### config.mk
export PLATFORM = sky130hd
export DESIGN_NAME = card_link_terminal
export DESIGN_NICKNAME = d
export VERILOG_FILES = /design/src/card_link_pkg.sv /design/src/etu_ticker.sv /design/src/card_link_terminal.sv
export SDC_FILE = /design/constraint.sdc
export NUM_CORES = 1
export LEC_CHECK = 0
export BUFFER_PORTS_ARGS = -buffer_cell sky130_fd_sc_hd__buf_2
export CAP_MARGIN = 40
export CORE_UTILIZATION = 65
export CTS_CLUSTER_DIAMETER = 50
export DETAILED_ROUTE_END_ITERATION = 8
export PLACE_DENSITY_LB_ADDON = 0.1
export SETUP_SLACK_MARGIN = 0.2
export SYNTH_ARGS = -nofsm -noshare
export SYNTH_HDL_FRONTEND = slang
export SYNTH_SLANG_ARGS = --single-unit
### constraint.sdc
create_clock -name clk -period 12.4 [get_ports clk]
set_input_delay 1.86 -clock clk [delete_from_list [all_inputs] [get_ports clk]]
set_output_delay 1.86 -clock clk [all_outputs]
set_load 0.02 [all_outputs]
### src/card_link_pkg.sv
package card_link_pkg;
	// Widths
	localparam int ETU_DIV_W = 16;
	localparam int TMR_W = 18;
	// Reset-answer supervision, in initial etus
	localparam logic [17:0] GAP_MAX_ETUS = 18'd9600;
	localparam logic [17:0] ATR_MAX_ETUS = 18'd19200;
	// Time the reset line is held low before an answer is awaited
	localparam logic [17:0] RST_LOW_ETUS = 18'd400;
	// Character protocol timing, in etus
	localparam logic [17:0] TURN_ETUS = 18'd16;
	localparam logic [8:0] CHAR_GAP_MIN = 9'd12;
	localparam logic [9:0] WWT_UNIT = 10'd960;
	localparam logic [7:0] WI_DEFAULT = 8'h0a;
	localparam logic [7:0] NO_GUARD = 8'hff;
	localparam logic [7:0] GUARD_DEFAULT = 8'h00;
	// Procedure and status byte codes
	localparam logic [7:0] PROC_NULL = 8'h60;
	localparam logic [7:0] PROC_FETCH = 8'h61;
	localparam logic [7:0] PROC_RELEN = 8'h6c;
	localparam logic [3:0] SW_HI_A = 4'h6;
	localparam logic [3:0] SW_HI_B = 4'h9;
	// Response-fetch header class and instruction
	localparam logic [7:0] FETCH_CLA = 8'h00;
	localparam logic [7:0] FETCH_INS = 8'hc0;
	// Header length in bytes, last index
	localparam logic [2:0] HDR_LAST = 3'd4;
	// Protocol codes
	localparam logic [3:0] PROTO_CHAR = 4'h0;
	localparam logic [3:0] PROTO_BLOCK = 4'h1;

	// Command header
	typedef struct packed {
		logic [7:0] command_class;
		logic [7:0] instruction_code;
		logic [7:0] first_param;
		logic [7:0] second_param;
		logic [7:0] length_param;
	} hdr_s;

	// Status word handed to the application layer
	typedef struct packed {
		logic [7:0] first_status_byte;
		logic [7:0] second_status_byte;
	} status_s;

	// Terminal states
	typedef enum logic [3:0] {
		ST_IDLE, ST_RST_LOW, ST_ATR_TS, ST_ATR_T0, ST_ATR_IFACE, ST_ATR_HIST, ST_ATR_TCK,
		ST_ATR_NEXT, ST_READY, ST_HDR_TX, ST_WAIT_PROC, ST_XFER, ST_WAIT_XX, ST_WAIT_SW2,
		ST_DEACT
	} state_e;
endpackage : card_link_pkg

### src/etu_ticker.sv
`timescale 1ns/1ps
// Divides the system clock down to one enable pulse per etu
module etu_ticker (
	input wire logic clk,
	input wire logic rst_n,
	input wire logic [card_link_pkg::ETU_DIV_W-1:0] div,
	output logic tick
);
	logic [card_link_pkg::ETU_DIV_W-1:0] cnt_r; // Cycles into the current etu

	// Count to the divisor, pulse and wrap
	always_ff @(posedge clk or negedge rst_n) begin
		if (!rst_n) begin
			cnt_r <= '0;
			tick <= 1'b0;
		end else if (cnt_r + 1'b1 >= div) begin
			cnt_r <= '0;
			tick <= 1'b1;
		end else begin
			cnt_r <= cnt_r + 1'b1;
			tick <= 1'b0;
		end
	end
endmodule : etu_ticker

### src/card_link_terminal.sv
// Notes on behaviour
// [RULE1] Reset-answer bytes from format char XOR to zero
// [RULE2] Card omits check byte for character-only answers
// [RULE3] Reject missing or wrong check byte otherwise
// [RULE4] Wrong check byte: deactivate within 4,800 etus
// [RULE5] Proceed after last byte; guard before transmitting
// [RULE6] Rejected cold answer: warm reset within 4,800
// [RULE7] Rejected warm answer: deactivate within 4,800
// [RULE8] Gap over 9,600 etus: deactivate
// [RULE9] Answer over 19,200 etus: deactivate
// [RULE10] Answer parity error: deactivate within 4,800
// [RULE11] No indicator byte means character protocol
// [RULE12] Own characters spaced 12 to 266 etus
// [RULE13] Card characters spaced at least 12 etus
// [RULE14] Work waiting time exceeded: deactivate
// [RULE15] Opposite-direction characters spaced 16 etus
// [RULE16] Send five-byte header, await procedure byte
// [RULE17] Card answers header with procedure or status
// [RULE18] Instruction echo sends all, complement one
// [RULE19] Null procedure byte extends waiting time
// [RULE20] Fetch and relength bytes resend header
// [RULE21] 6x/9x status: await second, hand both up
// [RULE22] Unlisted procedure byte: deactivate within 9,600
// [RULE23] Work wait integer defaults to ten
// [RULE24] Timeouts counted in etus from start edges
`timescale 1ns/1ps
module card_link_terminal (
	input wire logic clk,
	input wire logic reset_n,
	input wire logic [card_link_pkg::ETU_DIV_W-1:0] etu_div,
	input wire logic session_start,
	input wire logic rx_start,
	input wire logic rx_valid,
	input wire logic [7:0] rx_data,
	input wire logic rx_parity_err,
	input wire logic cmd_valid,
	input wire card_link_pkg::hdr_s cmd_hdr,
	input wire logic cmd_to_card,
	input wire logic app_data_valid,
	input wire logic [7:0] app_data,
	output logic card_rst_r,
	output logic deact_r,
	output logic tx_strobe_r,
	output logic [7:0] tx_data_r,
	output logic [3:0] protocol_r,
	output logic cmd_ready_r,
	output logic data_req_r,
	output logic rd_strobe_r,
	output logic [7:0] rd_data_r,
	output logic sw_valid_r,
	output card_link_pkg::status_s sw_r
);
	logic rst_sync1_r, rst_n_r; // Reset release synchroniser
	logic etu_tick; // One pulse per etu
	card_link_pkg::state_e state_r; // Terminal state
	logic [17:0] since_rx_r; // Etus since last card start edge
	logic [17:0] since_tx_r; // Etus since own last start edge
	logic [17:0] since_any_r; // Etus since any start edge
	logic [17:0] since_ts_r; // Etus since sync char start edge
	logic tmr_clr_r; // Restarts the own-side timer for reset timing
	logic warm_r; // Current answer follows a warm reset
	logic [7:0] xor_r; // Running check over the answer
	logic [3:0] mask_r; // Interface bytes still due in this group
	logic [3:0] hist_r; // Historical bytes still due
	logic [2:0] grp_r; // Interface group number
	logic tck_need_r; // Check byte expected
	logic bad_r; // Answer already rejected on content
	logic [7:0] guard_n_r; // Extra guard from the extra guard char
	logic [7:0] wi_r; // Work wait integer
	card_link_pkg::hdr_s hdr_r; // Header being sent
	logic [2:0] hdr_idx_r; // Header byte index
	logic to_card_r; // Data direction of current command
	logic [8:0] remain_r; // Data bytes left in command
	logic [8:0] xfer_r; // Data bytes released by last procedure byte
	logic fetch_r; // Second byte belongs to a fetch request
	logic [8:0] char_gap; // Own character spacing
	logic [17:0] wwt; // Work waiting time in etus
	logic can_tx; // Spacing allows a new own character
	logic [7:0] hdr_byte; // Header byte at current index

	// Release reset through two flip-flops
	always_ff @(posedge clk or negedge reset_n) begin
		if (!reset_n) begin
			rst_sync1_r <= 1'b0;
			rst_n_r <= 1'b0;
		end else begin
			rst_sync1_r <= 1'b1;
			rst_n_r <= rst_sync1_r;
		end
	end

	etu_ticker etu_ticker_inst (
		.clk(clk),
		.rst_n(rst_n_r),
		.div(etu_div),
		.tick(etu_tick)
	);

	// Saturating etu count
	function automatic logic [17:0] inc_sat(input logic [17:0] v, input logic en);
		inc_sat = (en && v != '1) ? v + 18'd1 : v;
	endfunction : inc_sat

	// Spacing and waiting limits
	always_comb begin
		char_gap = (guard_n_r == card_link_pkg::NO_GUARD) ? card_link_pkg::CHAR_GAP_MIN :
			card_link_pkg::CHAR_GAP_MIN + {1'b0, guard_n_r}; // [RULE12]
		wwt = 18'(card_link_pkg::WWT_UNIT) * 18'(wi_r); // [RULE14] [RULE23]
		can_tx = (since_rx_r >= card_link_pkg::TURN_ETUS) && // [RULE15] [RULE5]
			(since_tx_r >= {9'd0, char_gap}); // [RULE12]
		unique case (hdr_idx_r)
			3'd0: hdr_byte = hdr_r.command_class;
			3'd1: hdr_byte = hdr_r.instruction_code;
			3'd2: hdr_byte = hdr_r.first_param;
			3'd3: hdr_byte = hdr_r.second_param;
			default: hdr_byte = hdr_r.length_param;
		endcase
	end

	// Etu timers restarted by start edges
	always_ff @(posedge clk or negedge rst_n_r) begin
		if (!rst_n_r) begin
			since_rx_r <= '1;
			since_tx_r <= '1;
			since_any_r <= '1;
			since_ts_r <= '0;
		end else begin
			since_rx_r <= rx_start ? 18'd0 : inc_sat(since_rx_r, etu_tick); // [RULE24]
			since_tx_r <= (tx_strobe_r || tmr_clr_r) ? 18'd0 : inc_sat(since_tx_r, etu_tick);
			since_any_r <= (rx_start || tx_strobe_r) ? 18'd0 : inc_sat(since_any_r, etu_tick);
			if (rx_start && state_r == card_link_pkg::ST_ATR_TS)
				since_ts_r <= '0;
			else
				since_ts_r <= inc_sat(since_ts_r, etu_tick);
		end
	end

	// Main sequencer: reset answer, then character protocol
	always_ff @(posedge clk or negedge rst_n_r) begin
		if (!rst_n_r) begin
			state_r <= card_link_pkg::ST_IDLE;
			card_rst_r <= 1'b0;
			deact_r <= 1'b0;
			tx_strobe_r <= 1'b0;
			tx_data_r <= '0;
			tmr_clr_r <= 1'b0;
			warm_r <= 1'b0;
			xor_r <= '0;
			mask_r <= '0;
			hist_r <= '0;
			grp_r <= '0;
			tck_need_r <= 1'b0;
			bad_r <= 1'b0;
			guard_n_r <= card_link_pkg::GUARD_DEFAULT;
			wi_r <= card_link_pkg::WI_DEFAULT;
			protocol_r <= card_link_pkg::PROTO_CHAR;
			hdr_r <= '0;
			hdr_idx_r <= '0;
			to_card_r <= 1'b0;
			remain_r <= '0;
			xfer_r <= '0;
			fetch_r <= 1'b0;
			rd_strobe_r <= 1'b0;
			rd_data_r <= '0;
			sw_valid_r <= 1'b0;
			sw_r <= '0;
		end else begin
			tx_strobe_r <= 1'b0;
			tmr_clr_r <= 1'b0;
			rd_strobe_r <= 1'b0;
			sw_valid_r <= 1'b0;
			unique case (state_r)
				// Wait for the session to be opened
				card_link_pkg::ST_IDLE, card_link_pkg::ST_DEACT: begin
					if (session_start) begin
						deact_r <= 1'b0;
						warm_r <= 1'b0;
						card_rst_r <= 1'b0;
						tmr_clr_r <= 1'b1;
						state_r <= card_link_pkg::ST_RST_LOW;
					end
				end
				// Hold the reset line low, then await the answer
				card_link_pkg::ST_RST_LOW: begin
					if (!tmr_clr_r && since_tx_r >= card_link_pkg::RST_LOW_ETUS) begin
						card_rst_r <= 1'b1;
						xor_r <= '0;
						bad_r <= 1'b0;
						tck_need_r <= 1'b0;
						guard_n_r <= card_link_pkg::GUARD_DEFAULT;
						wi_r <= card_link_pkg::WI_DEFAULT; // [RULE23]
						protocol_r <= card_link_pkg::PROTO_CHAR; // [RULE11]
						state_r <= card_link_pkg::ST_ATR_TS;
					end
				end
				card_link_pkg::ST_ATR_TS: begin
					if (rx_valid)
						state_r <= rx_parity_err ? card_link_pkg::ST_DEACT : // [RULE10]
							card_link_pkg::ST_ATR_T0;
				end
				// Format char opens the first group
				card_link_pkg::ST_ATR_T0: begin
					if (rx_valid) begin
						xor_r <= rx_data; // [RULE1]
						mask_r <= rx_data[7:4];
						hist_r <= rx_data[3:0];
						grp_r <= 3'd1;
						state_r <= card_link_pkg::ST_ATR_NEXT;
					end
				end
				// Interface bytes, lowest pending first
				card_link_pkg::ST_ATR_IFACE: begin
					if (rx_valid) begin
						xor_r <= xor_r ^ rx_data; // [RULE1]
						state_r <= card_link_pkg::ST_ATR_NEXT;
						if (mask_r[0]) begin
							mask_r[0] <= 1'b0;
						end else if (mask_r[1]) begin
							mask_r[1] <= 1'b0;
						end else if (mask_r[2]) begin
							mask_r[2] <= 1'b0;
							if (grp_r == 3'd1)
								guard_n_r <= rx_data;
							if (grp_r == 3'd2) begin
								wi_r <= rx_data;
								if (rx_data == 8'h00)
									bad_r <= 1'b1;
							end
						end else begin
							mask_r <= rx_data[7:4];
							grp_r <= grp_r + 3'd1;
							if (rx_data[3:0] != card_link_pkg::PROTO_CHAR)
								tck_need_r <= 1'b1; // [RULE2]
							if (grp_r == 3'd1) begin
								protocol_r <= rx_data[3:0]; // [RULE11]
								if (rx_data[3:0] > card_link_pkg::PROTO_BLOCK)
									bad_r <= 1'b1;
							end
						end
					end
				end
				card_link_pkg::ST_ATR_HIST: begin
					if (rx_valid) begin
						xor_r <= xor_r ^ rx_data; // [RULE1]
						hist_r <= hist_r - 4'd1;
						state_r <= card_link_pkg::ST_ATR_NEXT;
					end
				end
				// Check byte: wrong value deactivates at once
				card_link_pkg::ST_ATR_TCK: begin
					if (rx_valid) begin
						tck_need_r <= 1'b0;
						if ((xor_r ^ rx_data) != 8'h00)
							state_r <= card_link_pkg::ST_DEACT; // [RULE3] [RULE4]
						else
							state_r <= card_link_pkg::ST_ATR_NEXT;
					end
				end
				// Decide what the answer still owes
				card_link_pkg::ST_ATR_NEXT: begin
					if (mask_r != 4'd0)
						state_r <= card_link_pkg::ST_ATR_IFACE;
					else if (hist_r != 4'd0)
						state_r <= card_link_pkg::ST_ATR_HIST;
					else if (tck_need_r)
						state_r <= card_link_pkg::ST_ATR_TCK;
					else if (bad_r && !warm_r) begin
						warm_r <= 1'b1; // [RULE6]
						card_rst_r <= 1'b0;
						tmr_clr_r <= 1'b1;
						state_r <= card_link_pkg::ST_RST_LOW;
					end else if (bad_r)
						state_r <= card_link_pkg::ST_DEACT; // [RULE7]
					else
						state_r <= card_link_pkg::ST_READY; // [RULE5]
				end
				// Accept a command header
				card_link_pkg::ST_READY: begin
					if (cmd_valid && protocol_r == card_link_pkg::PROTO_CHAR) begin
						hdr_r <= cmd_hdr;
						to_card_r <= cmd_to_card;
						hdr_idx_r <= '0;
						remain_r <= (!cmd_to_card && cmd_hdr.length_param == 8'h00) ?
							9'h100 : {1'b0, cmd_hdr.length_param};
						state_r <= card_link_pkg::ST_HDR_TX;
					end
				end
				// Five header bytes, each when spacing allows
				card_link_pkg::ST_HDR_TX: begin
					if (can_tx && !tx_strobe_r) begin
						tx_strobe_r <= 1'b1; // [RULE16]
						tx_data_r <= hdr_byte;
						hdr_idx_r <= hdr_idx_r + 3'd1;
						if (hdr_idx_r == card_link_pkg::HDR_LAST)
							state_r <= card_link_pkg::ST_WAIT_PROC; // [RULE16]
					end
				end
				// Decode procedure or first status byte
				card_link_pkg::ST_WAIT_PROC: begin
					if (rx_valid) begin
						if (rx_data == hdr_r.instruction_code) begin
							xfer_r <= remain_r; // [RULE18]
							state_r <= card_link_pkg::ST_XFER;
						end else if (rx_data == ~hdr_r.instruction_code) begin
							xfer_r <= (remain_r != 9'd0) ? 9'd1 : 9'd0; // [RULE18]
							state_r <= card_link_pkg::ST_XFER;
						end else if (rx_data == card_link_pkg::PROC_NULL) begin
							state_r <= card_link_pkg::ST_WAIT_PROC; // [RULE19]
						end else if (rx_data == card_link_pkg::PROC_FETCH ||
							rx_data == card_link_pkg::PROC_RELEN) begin
							fetch_r <= (rx_data == card_link_pkg::PROC_FETCH); // [RULE20]
							state_r <= card_link_pkg::ST_WAIT_XX;
						end else if (rx_data[7:4] == card_link_pkg::SW_HI_A ||
							rx_data[7:4] == card_link_pkg::SW_HI_B) begin
							sw_r.first_status_byte <= rx_data; // [RULE21]
							state_r <= card_link_pkg::ST_WAIT_SW2;
						end else begin
							state_r <= card_link_pkg::ST_DEACT; // [RULE22]
						end
					end else if (since_any_r > wwt) begin
						state_r <= card_link_pkg::ST_DEACT; // [RULE14]
					end
				end
				// Move the released data bytes
				card_link_pkg::ST_XFER: begin
					if (xfer_r == 9'd0) begin
						state_r <= card_link_pkg::ST_WAIT_PROC; // [RULE18]
					end else if (to_card_r) begin
						if (data_req_r && app_data_valid && can_tx && !tx_strobe_r) begin
							tx_strobe_r <= 1'b1;
							tx_data_r <= app_data;
							xfer_r <= xfer_r - 9'd1;
							remain_r <= remain_r - 9'd1;
						end
					end else if (rx_valid) begin
						rd_strobe_r <= 1'b1;
						rd_data_r <= rx_data;
						xfer_r <= xfer_r - 9'd1;
						remain_r <= remain_r - 9'd1;
					end else if (since_any_r > wwt) begin
						state_r <= card_link_pkg::ST_DEACT; // [RULE14]
					end
				end
				// Second procedure byte gives the new length
				card_link_pkg::ST_WAIT_XX: begin
					if (rx_valid) begin
						if (fetch_r) begin
							hdr_r <= {card_link_pkg::FETCH_CLA, card_link_pkg::FETCH_INS,
								8'h00, 8'h00, rx_data}; // [RULE20]
							to_card_r <= 1'b0;
						end else begin
							hdr_r.length_param <= rx_data; // [RULE20]
						end
						remain_r <= (rx_data == 8'h00 && (fetch_r || !to_card_r)) ?
							9'h100 : {1'b0, rx_data};
						hdr_idx_r <= '0;
						state_r <= card_link_pkg::ST_HDR_TX;
					end else if (since_any_r > wwt) begin
						state_r <= card_link_pkg::ST_DEACT; // [RULE14]
					end
				end
				// Second status byte completes the command
				card_link_pkg::ST_WAIT_SW2: begin
					if (rx_valid) begin
						sw_r.second_status_byte <= rx_data;
						sw_valid_r <= 1'b1; // [RULE21]
						state_r <= card_link_pkg::ST_READY;
					end else if (since_any_r > wwt) begin
						state_r <= card_link_pkg::ST_DEACT; // [RULE14]
					end
				end
			endcase
			// Answer supervision overrides content decoding
			if (state_r inside {card_link_pkg::ST_ATR_T0, card_link_pkg::ST_ATR_IFACE,
				card_link_pkg::ST_ATR_HIST, card_link_pkg::ST_ATR_TCK,
				card_link_pkg::ST_ATR_NEXT}) begin
				if (rx_valid && rx_parity_err)
					state_r <= card_link_pkg::ST_DEACT; // [RULE10]
				else if (since_rx_r > card_link_pkg::GAP_MAX_ETUS)
					state_r <= card_link_pkg::ST_DEACT; // [RULE8]
				else if (since_ts_r > card_link_pkg::ATR_MAX_ETUS)
					state_r <= card_link_pkg::ST_DEACT; // [RULE9]
			end
			// Deactivation drops reset and flags the session closed
			if (state_r == card_link_pkg::ST_DEACT && !session_start) begin
				deact_r <= 1'b1; // [RULE4] [RULE7]
				card_rst_r <= 1'b0;
			end
		end
	end

	// Command-ready and data-request handshake levels
	always_ff @(posedge clk or negedge rst_n_r) begin
		if (!rst_n_r) begin
			cmd_ready_r <= 1'b0;
			data_req_r <= 1'b0;
		end else begin
			cmd_ready_r <= (state_r == card_link_pkg::ST_READY) && !cmd_valid &&
				protocol_r == card_link_pkg::PROTO_CHAR;
			// Request only when spacing allows; drop at once when a byte is taken
			data_req_r <= (state_r == card_link_pkg::ST_XFER) && to_card_r &&
				xfer_r != 9'd0 && can_tx && !tx_strobe_r && !(data_req_r && app_data_valid);
		end
	end
endmodule : card_link_terminal

==> impl_results.md, run 1 <==
- I/O pin count: 124
- Maximum number of buffers from clock root to sink: 3
- Number of placed instances, taps included: 1,858
- Routed vias: 11,981
- Final worst-path cycle share: 38.7%
- Cells after Synth: 1,518
- DRC violation count after routing: 0
- Area growth from synthesis to final layout: 12.9%
- Placeable core region: 0.0213 mm2
- Die height: 150 um
- Num CTS Buffers: 30
- Slew at the pin with the worst max-slew slack: 0.973 ns
- TritonCTS clock tree: built
- Top cells by area in the synthesized netlist: dfrtp_1, dfstp_2, ha_1, nor2_1, xor2_1
- Number of sinks driven by the clock tree: 240
- Count of TritonRoute iterations in the first routing pass: 6
- Overflow after GRT: 0
- Gpl congestion: 0.962
- Clock slew at reported path FFs: 0.06 ns
- Hold crit path type: flop to async pin
- # port buffers: 123
- Syn_nets: 1,687
- Launch instance of the worst register-to-register path: wi_r[3]$_DFFE_PN1P_
- LEAKAGE: 0.00733 uW
- Count of fill cells added during filler insertion: 1,532
- Number of synthesized flops with an enable pin: 0
- Yosys reg bits: 240
- Total number of H-tree levels: 1
- Average cell area after synthesis: 9.39 um2
- Worst slack on hold paths: 0.178 ns
- Largest net degree at the start of global routing: 61
- Fraction of layout cells with a size suffix above 1: 18.1%
- Number of max-slew violations in the final report: 0
- Category of the critical setup timing path: flop to flop
- Largest fanout of any net on the critical path: 4
- Number of global-route vias before repair: 11,561
- Power density normalized to cell area: 210 mW/mm2
- Crit end category: flop
- Total of warnings raised by yosys: 0
- Yosys top cell area share: 32.3%
- Worst clock skew: 0.0320 ns
- Number of placement rows: 53
- First-pass GRT wire length: 57,800 um
- Post-cts gate resize count: 0
- Sum Neg Setup Slack: 0 ns
- Result of the run: complete, no violations
- Max IR drop VDD: 0.000164 V
- Number of nets in the finished design: 1,784
- Setup slack of the most critical reg-to-reg path: 7.61 ns
- Initial DRC count: 1,040
- Antenna Violating Nets Remaining: 0
- Floorplan die area: 0.0225 mm2
- End of the worst register-to-register path: state_r[0]$_DFF_PN0_
- Antenna violations before repair: 1
- Number of maximum-capacitance violations: 0
- Placed wire-length estimate after detailed placement: 24,600 um
- Tightest slew margin relative to the limit: 34.9%
- Setup repair after global routing missed its margin: no
- Average wire per cell in the routed design: 18.2 um
- Final number of hold-violating endpoints: 0
- Total wirelength of the detailed-routed design: 34,800 um
- Fraction of registers with async set/reset: 100%
- Type of origin of the critical path: flop
- Root buffer cell: clkbuf_16
- Power after layout: 3390 uW
- Clock Latency Late Sink: 0.57 ns
- Starting Density: 67.0%
- Crit path DAT: 5.23 ns
- Post-CTS Setup Bufs: 0
- Syn Std Cell Area: 0.0143 mm2
- Number of library cell types mapped by synthesis: 80
- Ant diodes: 0
- Hold bufs inserted after CTS: 0
- Overall routing resource usage: 32.1%
- Length in cells of the worst reg-to-reg path: 18
- Required arrival time at the worst endpoint: 12.83 ns
- Achievable Freq: 209 MHz
- Die outline width: 150 um
- Filler-free cell count of the finished design: 1,914
- Final setup violation count: 0
- Min Clock Period, post-route: 4.79 ns
- Biggest area consumer among synthesized cells: dfrtp_1
- Most used flip-flop cell after synthesis: dfrtp_1
- Via-to-Cell Ratio: 6.26
- Sequential element share of the synthesized area: 42.6%
layer usage:
layer  share of wire (%)  wire length (um)  up-vias  global-route usage (%)
met5               0.032                11        -                       0
met4                 2.8               986        2                    10.8
met3                 7.4              2580       78                    5.70
met2                  47             16400      497                    51.9
met1                  42             14800     5783                    44.0
li1                    -                 -     5621                       -
logic make-up after synthesis:
kind of cell	count (synthesis)	synth area share (%)
fa+ha+maj	88	8.41
mux	34	2.67
simple gates	551	19.1
other cells	1	0.0263
xor+xnor	104	6.50
buf+inv	165	4.57
compound gates	335	16.1
flops	240	42.6
through the flow:
stage | cell area (um2) | worst slack, ns | util (%)
6_report | 16100 | 7.61 | 75.6
5_1_grt | 16100 | 7.30 | 75.6
4_1_cts | 16100 | 7.64 | 75.6
3_5_place_dp | 15100 | 7.67 | 70.9
3_3_place_gp | 15000 | 7.82 | 70.4
2_1_floorplan | 14300 | 5.31 | -
placed cells by master, fill, tap and decap left out, types with 29 or more instances in the layout:
| master | netlist | final |
|---|---|---|
| nor3_1 | 36 | 36 |
| xnor2_1 | 47 | 47 |
| xor2_1 | 55 | 55 |
| dfstp_2 | 56 | 56 |
| ha_1 | 75 | 75 |
| nand4_1 | 29 | 29 |
| inv_1 | 95 | 95 |
| a21oi_1 | 71 | 71 |
| a22o_1 | 35 | 35 |
| o21ai_0 | 79 | 79 |
| dfrtp_1 | 184 | 183 |
| nor2_1 | 171 | 170 |
| nand2_1 | 108 | 108 |
| buf_2 | 7 | 123 |
| clkbuf_16 | 0 | 30 |
| nand3_1 | 72 | 72 |
| mux2_2 | 32 | 32 |
power by group:
| part | total (uW) | internal, uW | switching (uW) |
|---|---|---|---|
| Sequential | 1230 | 993 | 240 |
| Clock | 867 | 512 | 355 |
| Combinational | 1290 | 544 | 743 |
worst max-delay path by stage:
stage,slack [ns],end,cells past startpoint,start
4_1_cts,7.64,state_r[0]$_DFF_PN0_,18,wi_r[3]$_DFFE_PN1P_
5_1_grt,7.30,state_r[0]$_DFF_PN0_,18,wi_r[3]$_DFFE_PN1P_
3_3_place_gp,7.82,state_r[0]$_DFF_PN0_,18,wi_r[3]$_DFFE_PN1P_
2_1_floorplan,5.31,bad_r$_DFFE_PN0P_,0,rst_n_r$_DFF_PN0_
3_5_place_dp,7.67,state_r[0]$_DFF_PN0_,18,wi_r[3]$_DFFE_PN1P_
6_report,7.61,state_r[0]$_DFF_PN0_,18,wi_r[3]$_DFFE_PN1P_
critical path, cell delays in order, from the launching register on:
cell	delay (ns)
dfstp_2	0.55
inv_1	0.11
fa_1	0.47
fa_1	0.51
inv_1	0.04
ha_1	0.32
a21oi_1	0.21
o21ai_0	0.14
a2111oi_0	0.61
o31ai_1	0.16
a21oi_1	0.20
xor2_1	0.09
ha_1	0.30
nand4_1	0.13
nor2_1	0.16
o21ai_0	0.10
o211ai_1	0.18
a31oi_1	0.13
a211o_1	0.24
registers in the layout, indices dropped and copies added (netlist names), 3 cells and up:
register               count
hdr_r                     40
since_any_r               18
since_rx_r                18
since_ts_r                18
since_tx_r                18
etu_ticker_inst.cnt_r     16
sw_r                      16
remain_r                   9
xfer_r                     9
guard_n_r                  8
rd_data_r                  8
tx_data_r                  8
wi_r                       8
xor_r                      8
hist_r                     4
mask_r                     4
protocol_r                 4
state_r                    4
grp_r                      3
hdr_idx_r                  3
Yosys cell counts (32+ instances only):
cell type,n
a21oi_1,71
a22o_1,35
clkbuf_1,54
dfrtp_1,184
dfstp_2,56
ha_1,75
inv_1,95
mux2_2,32
nand2_1,108
nand3_1,72
nor2_1,171
nor3_1,36
o21ai_0,79
xnor2_1,47
xor2_1,55
final cells by class:
type	count	area, um2	area share, %
clock inverters	18	195	1.21
repair buffers	134	762	4.74
clock buffers	38	811	5.04
multi-input cells	1113	7540	46.8
inverters	96	360	2.24
flip-flops and latches	240	6080	37.8
well taps	275	344	2.14
Power figures use the tool's default switching activity.
==> run 2: changes to the inputs <==
--- a/config.mk
+++ b/config.mk
@@ -7,7 +7,7 @@
 export LEC_CHECK = 0
 export BUFFER_PORTS_ARGS = -buffer_cell sky130_fd_sc_hd__buf_2
 export CAP_MARGIN = 40
-export CORE_UTILIZATION = 65
+export CORE_UTILIZATION = 61
 export CTS_CLUSTER_DIAMETER = 50
 export DETAILED_ROUTE_END_ITERATION = 8
 export PLACE_DENSITY_LB_ADDON = 0.1
==> constraint.sdc (replaced) <==
create_clock -name clk -period 4.75 [get_ports clk]
set_input_delay 0.7125 -clock clk [delete_from_list [all_inputs] [get_ports clk]]
set_output_delay 0.7125 -clock clk [all_outputs]
set_load 0.02 [all_outputs]
==> impl_results.md, run 2 (synthesized netlist as in run 1, its figures left out) <==
- Reg with most FFs: hdr_r
- Type of origin of the critical path: flop
- Slew at the pin with the worst max-slew slack: 0.887 ns (-0.0857 ns)
- Final setup violation count: 0 (unchanged)
- Overflow after GRT: 0 (unchanged)
- TritonCTS clock tree: built
- Highest-count cells in the layout ignoring fill and taps: dfrtp_1, nor2_1, buf_2, nand2_1, inv_1
- Num CTS Buffers: 31 (+3.3%)
- Launch instance of the worst register-to-register path: wi_r[1]$_DFFE_PN1P_
- Hold wc startpoint: rst_sync1_r$_DFF_PN0_
- DRC violation count after routing: 0 (unchanged)
- Gpl congestion: 0.965 (+0.28%)
- Largest net degree at the start of global routing: 141 (+130%)
- Multi-input combinational cell area: 0.00759 mm2 (+0.73%)
- Number of global-route vias before repair: 11,465 (-0.83%)
- Fraction of layout cells with a size suffix above 1: 18.6% (+0.44 points)
- Max IR drop VDD: 0.000472 V (+190%)
- Worst clock skew: 0.0166 ns (-0.0154 ns)
- Area growth from synthesis to final layout: 13.5%
- Setup slack of the most critical reg-to-reg path: 0.40 ns (-7.20 ns)
- Post-place instance area: 0.0151 mm2 (+0.14%)
- Hold path endpoint: rst_n_r$_DFF_PN0_
- Length in cells of the worst reg-to-reg path: 17 (-1)
- Placeable core region: 0.0228 mm2 (+7.0%)
- Largest fanout of any net on the critical path: 3 (-1)
- Antenna Violating Nets Remaining: 0 (unchanged)
- Depth of the worst hold-timing path: 0
- First-pass GRT wire length: 57,100 um (-1.2%)
- Most frequent standard cell in the layout excluding fill and tap cells: dfrtp_1
- I/O pin count: 124 (unchanged)
- Maximum number of buffers from clock root to sink: 3 (unchanged)
- Utilization of the core after routing: 71.0% (-4.5 points)
- Required arrival time at the worst endpoint: 5.18 ns (-7.65 ns)
- Via-to-Cell Ratio: 6.04 (-3.6%)
- Number of max-slew violations in the final report: 0 (unchanged)
- Number of maximum-capacitance violations: 0 (unchanged)
- Count of fill cells added during filler insertion: 1,730 (+13%)
- Number of nets in the finished design: 1,789 (+0.28%)
- Die outline width: 155 um (+3.2%)
- Clock slew at reported path FFs: 0.06 ns (about the same)
- LEAKAGE: 0.00734 uW (+0.14%)
- Sum Neg Setup Slack: 0 ns (unchanged)
- Root buffer cell: clkbuf_16
- Number of sinks driven by the clock tree: 240 (unchanged)
- Tightest slew margin relative to the limit: 40.9% (+6.0 points)
- Flip-flop count of the largest register, all copies and words added: 40 (unchanged)
- Achievable Freq: 230 MHz (+10%)
- Initial DRC count: 884 (-15%)
- End of the worst register-to-register path: state_r[0]$_DFF_PN0_
- Hold crit path type: flop to flop
- Die height: 155 um (+3.2%)
- Clock Latency Late Sink: 0.56 ns (about the same)
- Result of the run: complete, no violations
- Power after layout: 8990 uW (+170%)
- Crit path DAT: 4.78 ns (-0.45 ns)
- Starting Density: 62.6% (-4.4 points)
- Total wirelength of the detailed-routed design: 34,300 um (-1.4%)
- Average wire per cell in the routed design: 17.5 um (-3.6%)
- Total number of H-tree levels: 1 (unchanged)
- Crit end category: flop
- Placed wire-length estimate after detailed placement: 24,300 um (-1.3%)
- Power density normalized to cell area: 556 mW/mm2 (+160%)
- Routed vias: 11,821 (-1.3%)
- Final cell area excluding filler cells: 0.0162 mm2 (+0.58%)
- # port buffers: 123 (unchanged)
- Count of TritonRoute iterations in the first routing pass: 8 (+2)
- FF+latch area: 0.00608 mm2 (unchanged)
- Floorplan die area: 0.0240 mm2 (+6.5%)
- Min Clock Period, post-route: 4.35 ns (-0.447 ns)
- Overall routing resource usage: 29.4% (-2.8 points)
- Final number of hold-violating endpoints: 0 (unchanged)
- Number of placement rows: 55 (+3.8%)
- Setup repair after global routing missed its margin: no
- Category of the critical setup timing path: flop to flop
- Antenna violations before repair: 4 (+3)
- Final worst-path cycle share: 91.5% (+53 points)
-- run 2: cell count changes in the layout (fill, tap and decap cells not counted), sizes merged --
| cell | previous run | this run |
|---|---|---|
| buf | 133 | 136 |
| clkbuf | 38 | 42 |
| clkdlybuf4s15 | 1 | 0 |
| clkdlybuf4s18 | 0 | 1 |
| clkinv | 10 | 7 |
| diode | 0 | 2 |
| dlygate4sd3 | 0 | 1 |
| inv | 99 | 98 |
-- run 2: how the worst max path moves through the flow --
stage / startpoint / end / cells past startpoint
2_1_floorplan: wi_r[1]$_DFFE_PN1P_ / state_r[0]$_DFF_PN0_ / 18
3_3_place_gp: wi_r[3]$_DFFE_PN1P_ / state_r[0]$_DFF_PN0_ / 18
3_5_place_dp: wi_r[3]$_DFFE_PN1P_ / state_r[0]$_DFF_PN0_ / 18
4_1_cts: wi_r[3]$_DFFE_PN1P_ / state_r[0]$_DFF_PN0_ / 18
5_1_grt: wi_r[1]$_DFFE_PN1P_ / state_r[0]$_DFF_PN0_ / 17
6_report: wi_r[1]$_DFFE_PN1P_ / state_r[0]$_DFF_PN0_ / 17
-- run 2: final cells by class --
class                      instances  share of cell area [%]
timing repair buffer             138                    4.66
clock inverter                    14                   0.882
tap                              313                    2.42
antenna                            2                  0.0309
sequential                       240                    37.6
multi-input combinational       1113                    46.9
clock buffer                      42                    5.30
inverter                          96                    2.23
-- run 2: power by group --
part           total, uW  internal [uW]  switching [uW]  leakage [uW]
clock               2260           1370             893      0.000485
sequential          3170           2590             581       0.00294
combinational       3550           1530            2020       0.00392
total               8990           5490            3500       0.00734
-- run 2: stage by stage --
| stage | hold WS, ns | instances | setup WS (ns) |
|---|---|---|---|
| 2_1_floorplan | 0.331 | 1518 | 0.452 |
| 3_3_place_gp | 0.344 | 1896 | 0.144 |
| 3_5_place_dp | 0.346 | 1898 | -0.0421 |
| 4_1_cts | 0.358 | 1955 | 0.241 |
| 5_1_grt | 0.363 | 1956 | 0.198 |
| 6_report | 0.370 | 1958 | 0.403 |
-- run 2: routing by layer --
metal  GRT usage, %  vias to the layer above  share of wire, %
li1               -                     5637                 -
met1           40.7                     5604                44
met2           46.5                      479                45
met3           5.54                       97               7.5
met4           10.1                        4               3.5
met5              0                        -             0.067
-- run 2: repair_timing --
item / 4_1_cts / 5_1_grt
setup endpoints to repair: 3 / 3
hold endpoints to repair: 2 / 0
pin swaps: 2 / 10
setup buffers: 0 / 1
gates resized for setup: 5 / 9
hold buffers: 1 / 0
-- run 2: worst max-delay path: stages, from the launching register on --
cell and delay (ns):
dfstp_2 0.55, fa_1 0.46, fa_1 0.47, ha_1 0.29, a21o_1 0.19, a21oi_4 0.15
o21ai_2 0.10, a2111oi_4 0.40, o31ai_2 0.11, a21oi_1 0.16, xor2_1 0.09, ha_1 0.30
nand4_1 0.11, nor2_1 0.15, o21ai_1 0.09, o211ai_1 0.21, a31oi_1 0.16, a211o_1 0.25
==> run 3: changes to the inputs <==
--- a/config.mk
+++ b/config.mk
@@ -7,6 +7,7 @@
 export LEC_CHECK = 0
 export BUFFER_PORTS_ARGS = -buffer_cell sky130_fd_sc_hd__buf_2
 export CAP_MARGIN = 40
+export CORE_ASPECT_RATIO = 0.5
 export CORE_UTILIZATION = 61
 export CTS_CLUSTER_DIAMETER = 50
 export DETAILED_ROUTE_END_ITERATION = 8
==> impl_results.md, run 3 (synthesized netlist as in run 1, its figures left out) <==
- Clock Latency Late Sink: 0.53 ns (-0.03 ns)
- Overflow after GRT: 0 (unchanged)
- FF+latch area: 0.00608 mm2 (about the same)
- Via-to-Cell Ratio: 6.20 (+2.7%)
- Tightest slew margin relative to the limit: 21.2% (-20 points)
- Number of max-slew violations in the final report: 0 (unchanged)
- Total wirelength of the detailed-routed design: 36,900 um (+7.4%)
- Max IR drop VDD: 0.000391 V (-17%)
- Final setup violation count: 0 (unchanged)
- Clock slew at reported path FFs: 0.07 ns (about the same)
- Total number of H-tree levels: 1 (unchanged)
- I/O pin count: 124 (unchanged)
- Root buffer cell: clkbuf_16
- Multi-input combinational cell area: 0.00760 mm2 (about the same)
- Power density normalized to cell area: 548 mW/mm2 (-1.4%)
- Hold crit path type: flop to async pin
- Largest net degree at the start of global routing: 198 (+40%)
- Floorplan die area: 0.0240 mm2 (+0.15%)
- Final worst-path cycle share: 93.5% (+2.0 points)
- Antenna violations before repair: 5 (+1)
- Overall routing resource usage: 30.9% (+1.5 points)
- Reg with most FFs: hdr_r
- Area growth from synthesis to final layout: 11.7%
- Starting Density: 62.3% (-0.29 points)
- Crit path DAT: 4.85 ns (+0.07 ns)
- Slew at the pin with the worst max-slew slack: 1.18 ns (+0.295 ns)
- Category of the critical setup timing path: flop to flop
- Most frequent standard cell in the layout excluding fill and tap cells: dfrtp_1
- Required arrival time at the worst endpoint: 5.16 ns (-0.02 ns)
- DRC violation count after routing: 0 (unchanged)
- Flip-flop count of the largest register, all copies and words added: 40 (unchanged)
- Achievable Freq: 225 MHz (-2.2%)
- Fraction of layout cells with a size suffix above 1: 18.1% (-0.47 points)
- Average wire per cell in the routed design: 19.0 um (+8.5%)
- Placed wire-length estimate after detailed placement: 25,900 um (+6.7%)
- Antenna Violating Nets Remaining: 0 (unchanged)
- GR Util met3: 6.39% (+0.85 points)
- Maximum number of buffers from clock root to sink: 3 (unchanged)
- # port buffers: 123 (unchanged)
- Number of nets in the finished design: 1,783 (-0.34%)
- Placeable core region: 0.0229 mm2 (+0.47%)
- First-pass GRT wire length: 59,000 um (+3.4%)
- Type of origin of the critical path: flop
- Met2 capacity usage during global routing: 49.8% (+3.3 points)
- Result of the run: complete, no violations
- Setup repair after global routing missed its margin: yes
- Die outline width: 218 um (+41%)
- Die height: 110 um (-29%)
- Power after layout: 8730 uW (-2.9%)
- Number of global-route vias before repair: 11,469 (+0.035%)
- Crit end category: flop
- Utilization of the core after routing: 69.6% (-1.4 points)
- Gpl congestion: 0.943 (-2.3%)
- Layer carrying the most global-route usage: met2
- Count of fill cells added during filler insertion: 1,747 (+0.98%)
- Worst clock skew: 0.0136 ns (-0.00303 ns)
- Sum Neg Setup Slack: 0 ns (unchanged)
- Num CTS Buffers: 23 (-26%)
- TritonCTS clock tree: built
- Routed vias: 12,028 (+1.8%)
- Count of TritonRoute iterations in the first routing pass: 5 (-3)
- Number of sinks driven by the clock tree: 240 (unchanged)
- Met1 layer usage reported by global route: 43.7% (+3.0 points)
- Initial DRC count: 1,177 (+33%)
- Largest fanout of any net on the critical path: 4 (+1)
- Number of maximum-capacitance violations: 0 (unchanged)
- Number of placement rows: 39 (-29%)
- Min Clock Period, post-route: 4.44 ns (+0.0962 ns)
- Highest-count cells in the layout ignoring fill and taps: dfrtp_1, nor2_1, buf_2, nand2_1, inv_1
- LEAKAGE: 0.00722 uW (-1.7%)
- Final number of hold-violating endpoints: 0 (unchanged)
[run 3: routing by layer]
layer	vias up	part of all wire [%]
li1	5612	-
met1	5904	45
met2	448	46
met3	58	7.7
met4	6	1.3
met5	-	0.11
[run 3: path summary, 6_finish.rpt]
| check | slack (ns) | end | start | depth (start not counted) |
|---|---|---|---|---|
| setup / recovery | 0.31 | state_r[0]$_DFF_PN0_ | wi_r[0]$_DFFE_PN0P_ | 17 |
| hold / removal | 0.32 | tx_data_r[6]$_DFFE_PN0P_ | rst_n_r$_DFF_PN0_ | 0 |
| setup reg to reg | 0.31 | state_r[0]$_DFF_PN0_ | wi_r[0]$_DFFE_PN0P_ | 17 |
| hold reg to reg | 0.32 | tx_data_r[6]$_DFFE_PN0P_ | rst_n_r$_DFF_PN0_ | 0 |
| max in group asynchronous | 2.88 | wi_r[0]$_DFFE_PN0P_ | rst_n_r$_DFF_PN0_ | 1 |
| min in group clk | 0.38 | rst_n_r$_DFF_PN0_ | rst_sync1_r$_DFF_PN0_ | 0 |
[run 3: area by class of cell]
type,count,area share (%)
clock buffers,32,4.28
diodes,2,0.0314
well taps,307,2.41
repair buffers,140,4.76
flip-flops and latches,240,38.2
clock inverters,9,0.385
multi-input cells,1113,47.7
inverters,96,2.26
[run 3: where the power goes]
| part | switching (uW) | internal (uW) | total (uW) |
|---|---|---|---|
| clock | 837 | 1010 | 1850 |
| sequential | 542 | 2590 | 3130 |
| combinational | 2170 | 1580 | 3750 |
[run 3: through the flow]
step           std cells  cell area [um2]  setup slack (ns)  hold slack (ns)
2_1_floorplan       1518            14300             0.452            0.331
6_report            1939            15900             0.307            0.320
3_5_place_dp        1891            15100           -0.0788            0.341
4_1_cts             1934            15800             0.232            0.342
5_1_grt             1938            15900             0.115            0.374
3_3_place_gp        1891            15100             0.144            0.336
[run 3: what timing repair did]
action,CTS,global route
resized for setup,4,11
setup buffers,1,2
endpoints found under the setup margin,3,3
pin swaps,2,17
endpoints found under the hold margin,2,0
hold buffers,1,0
[run 3: worst max-delay path, cell delays in order (launching register included)]
cell and delay [ns]:
dfrtp_2 0.45, fa_1 0.60, fa_1 0.45, ha_1 0.29, a21o_1 0.19, a21oi_4 0.15
o21ai_2 0.10, a2111oi_4 0.39, o31ai_1 0.14, a21oi_1 0.18, xor2_1 0.09, ha_1 0.32
nand4_1 0.15, nor2_1 0.17, o21ai_1 0.08, o211ai_1 0.18, a31oi_1 0.15, a211o_1 0.25
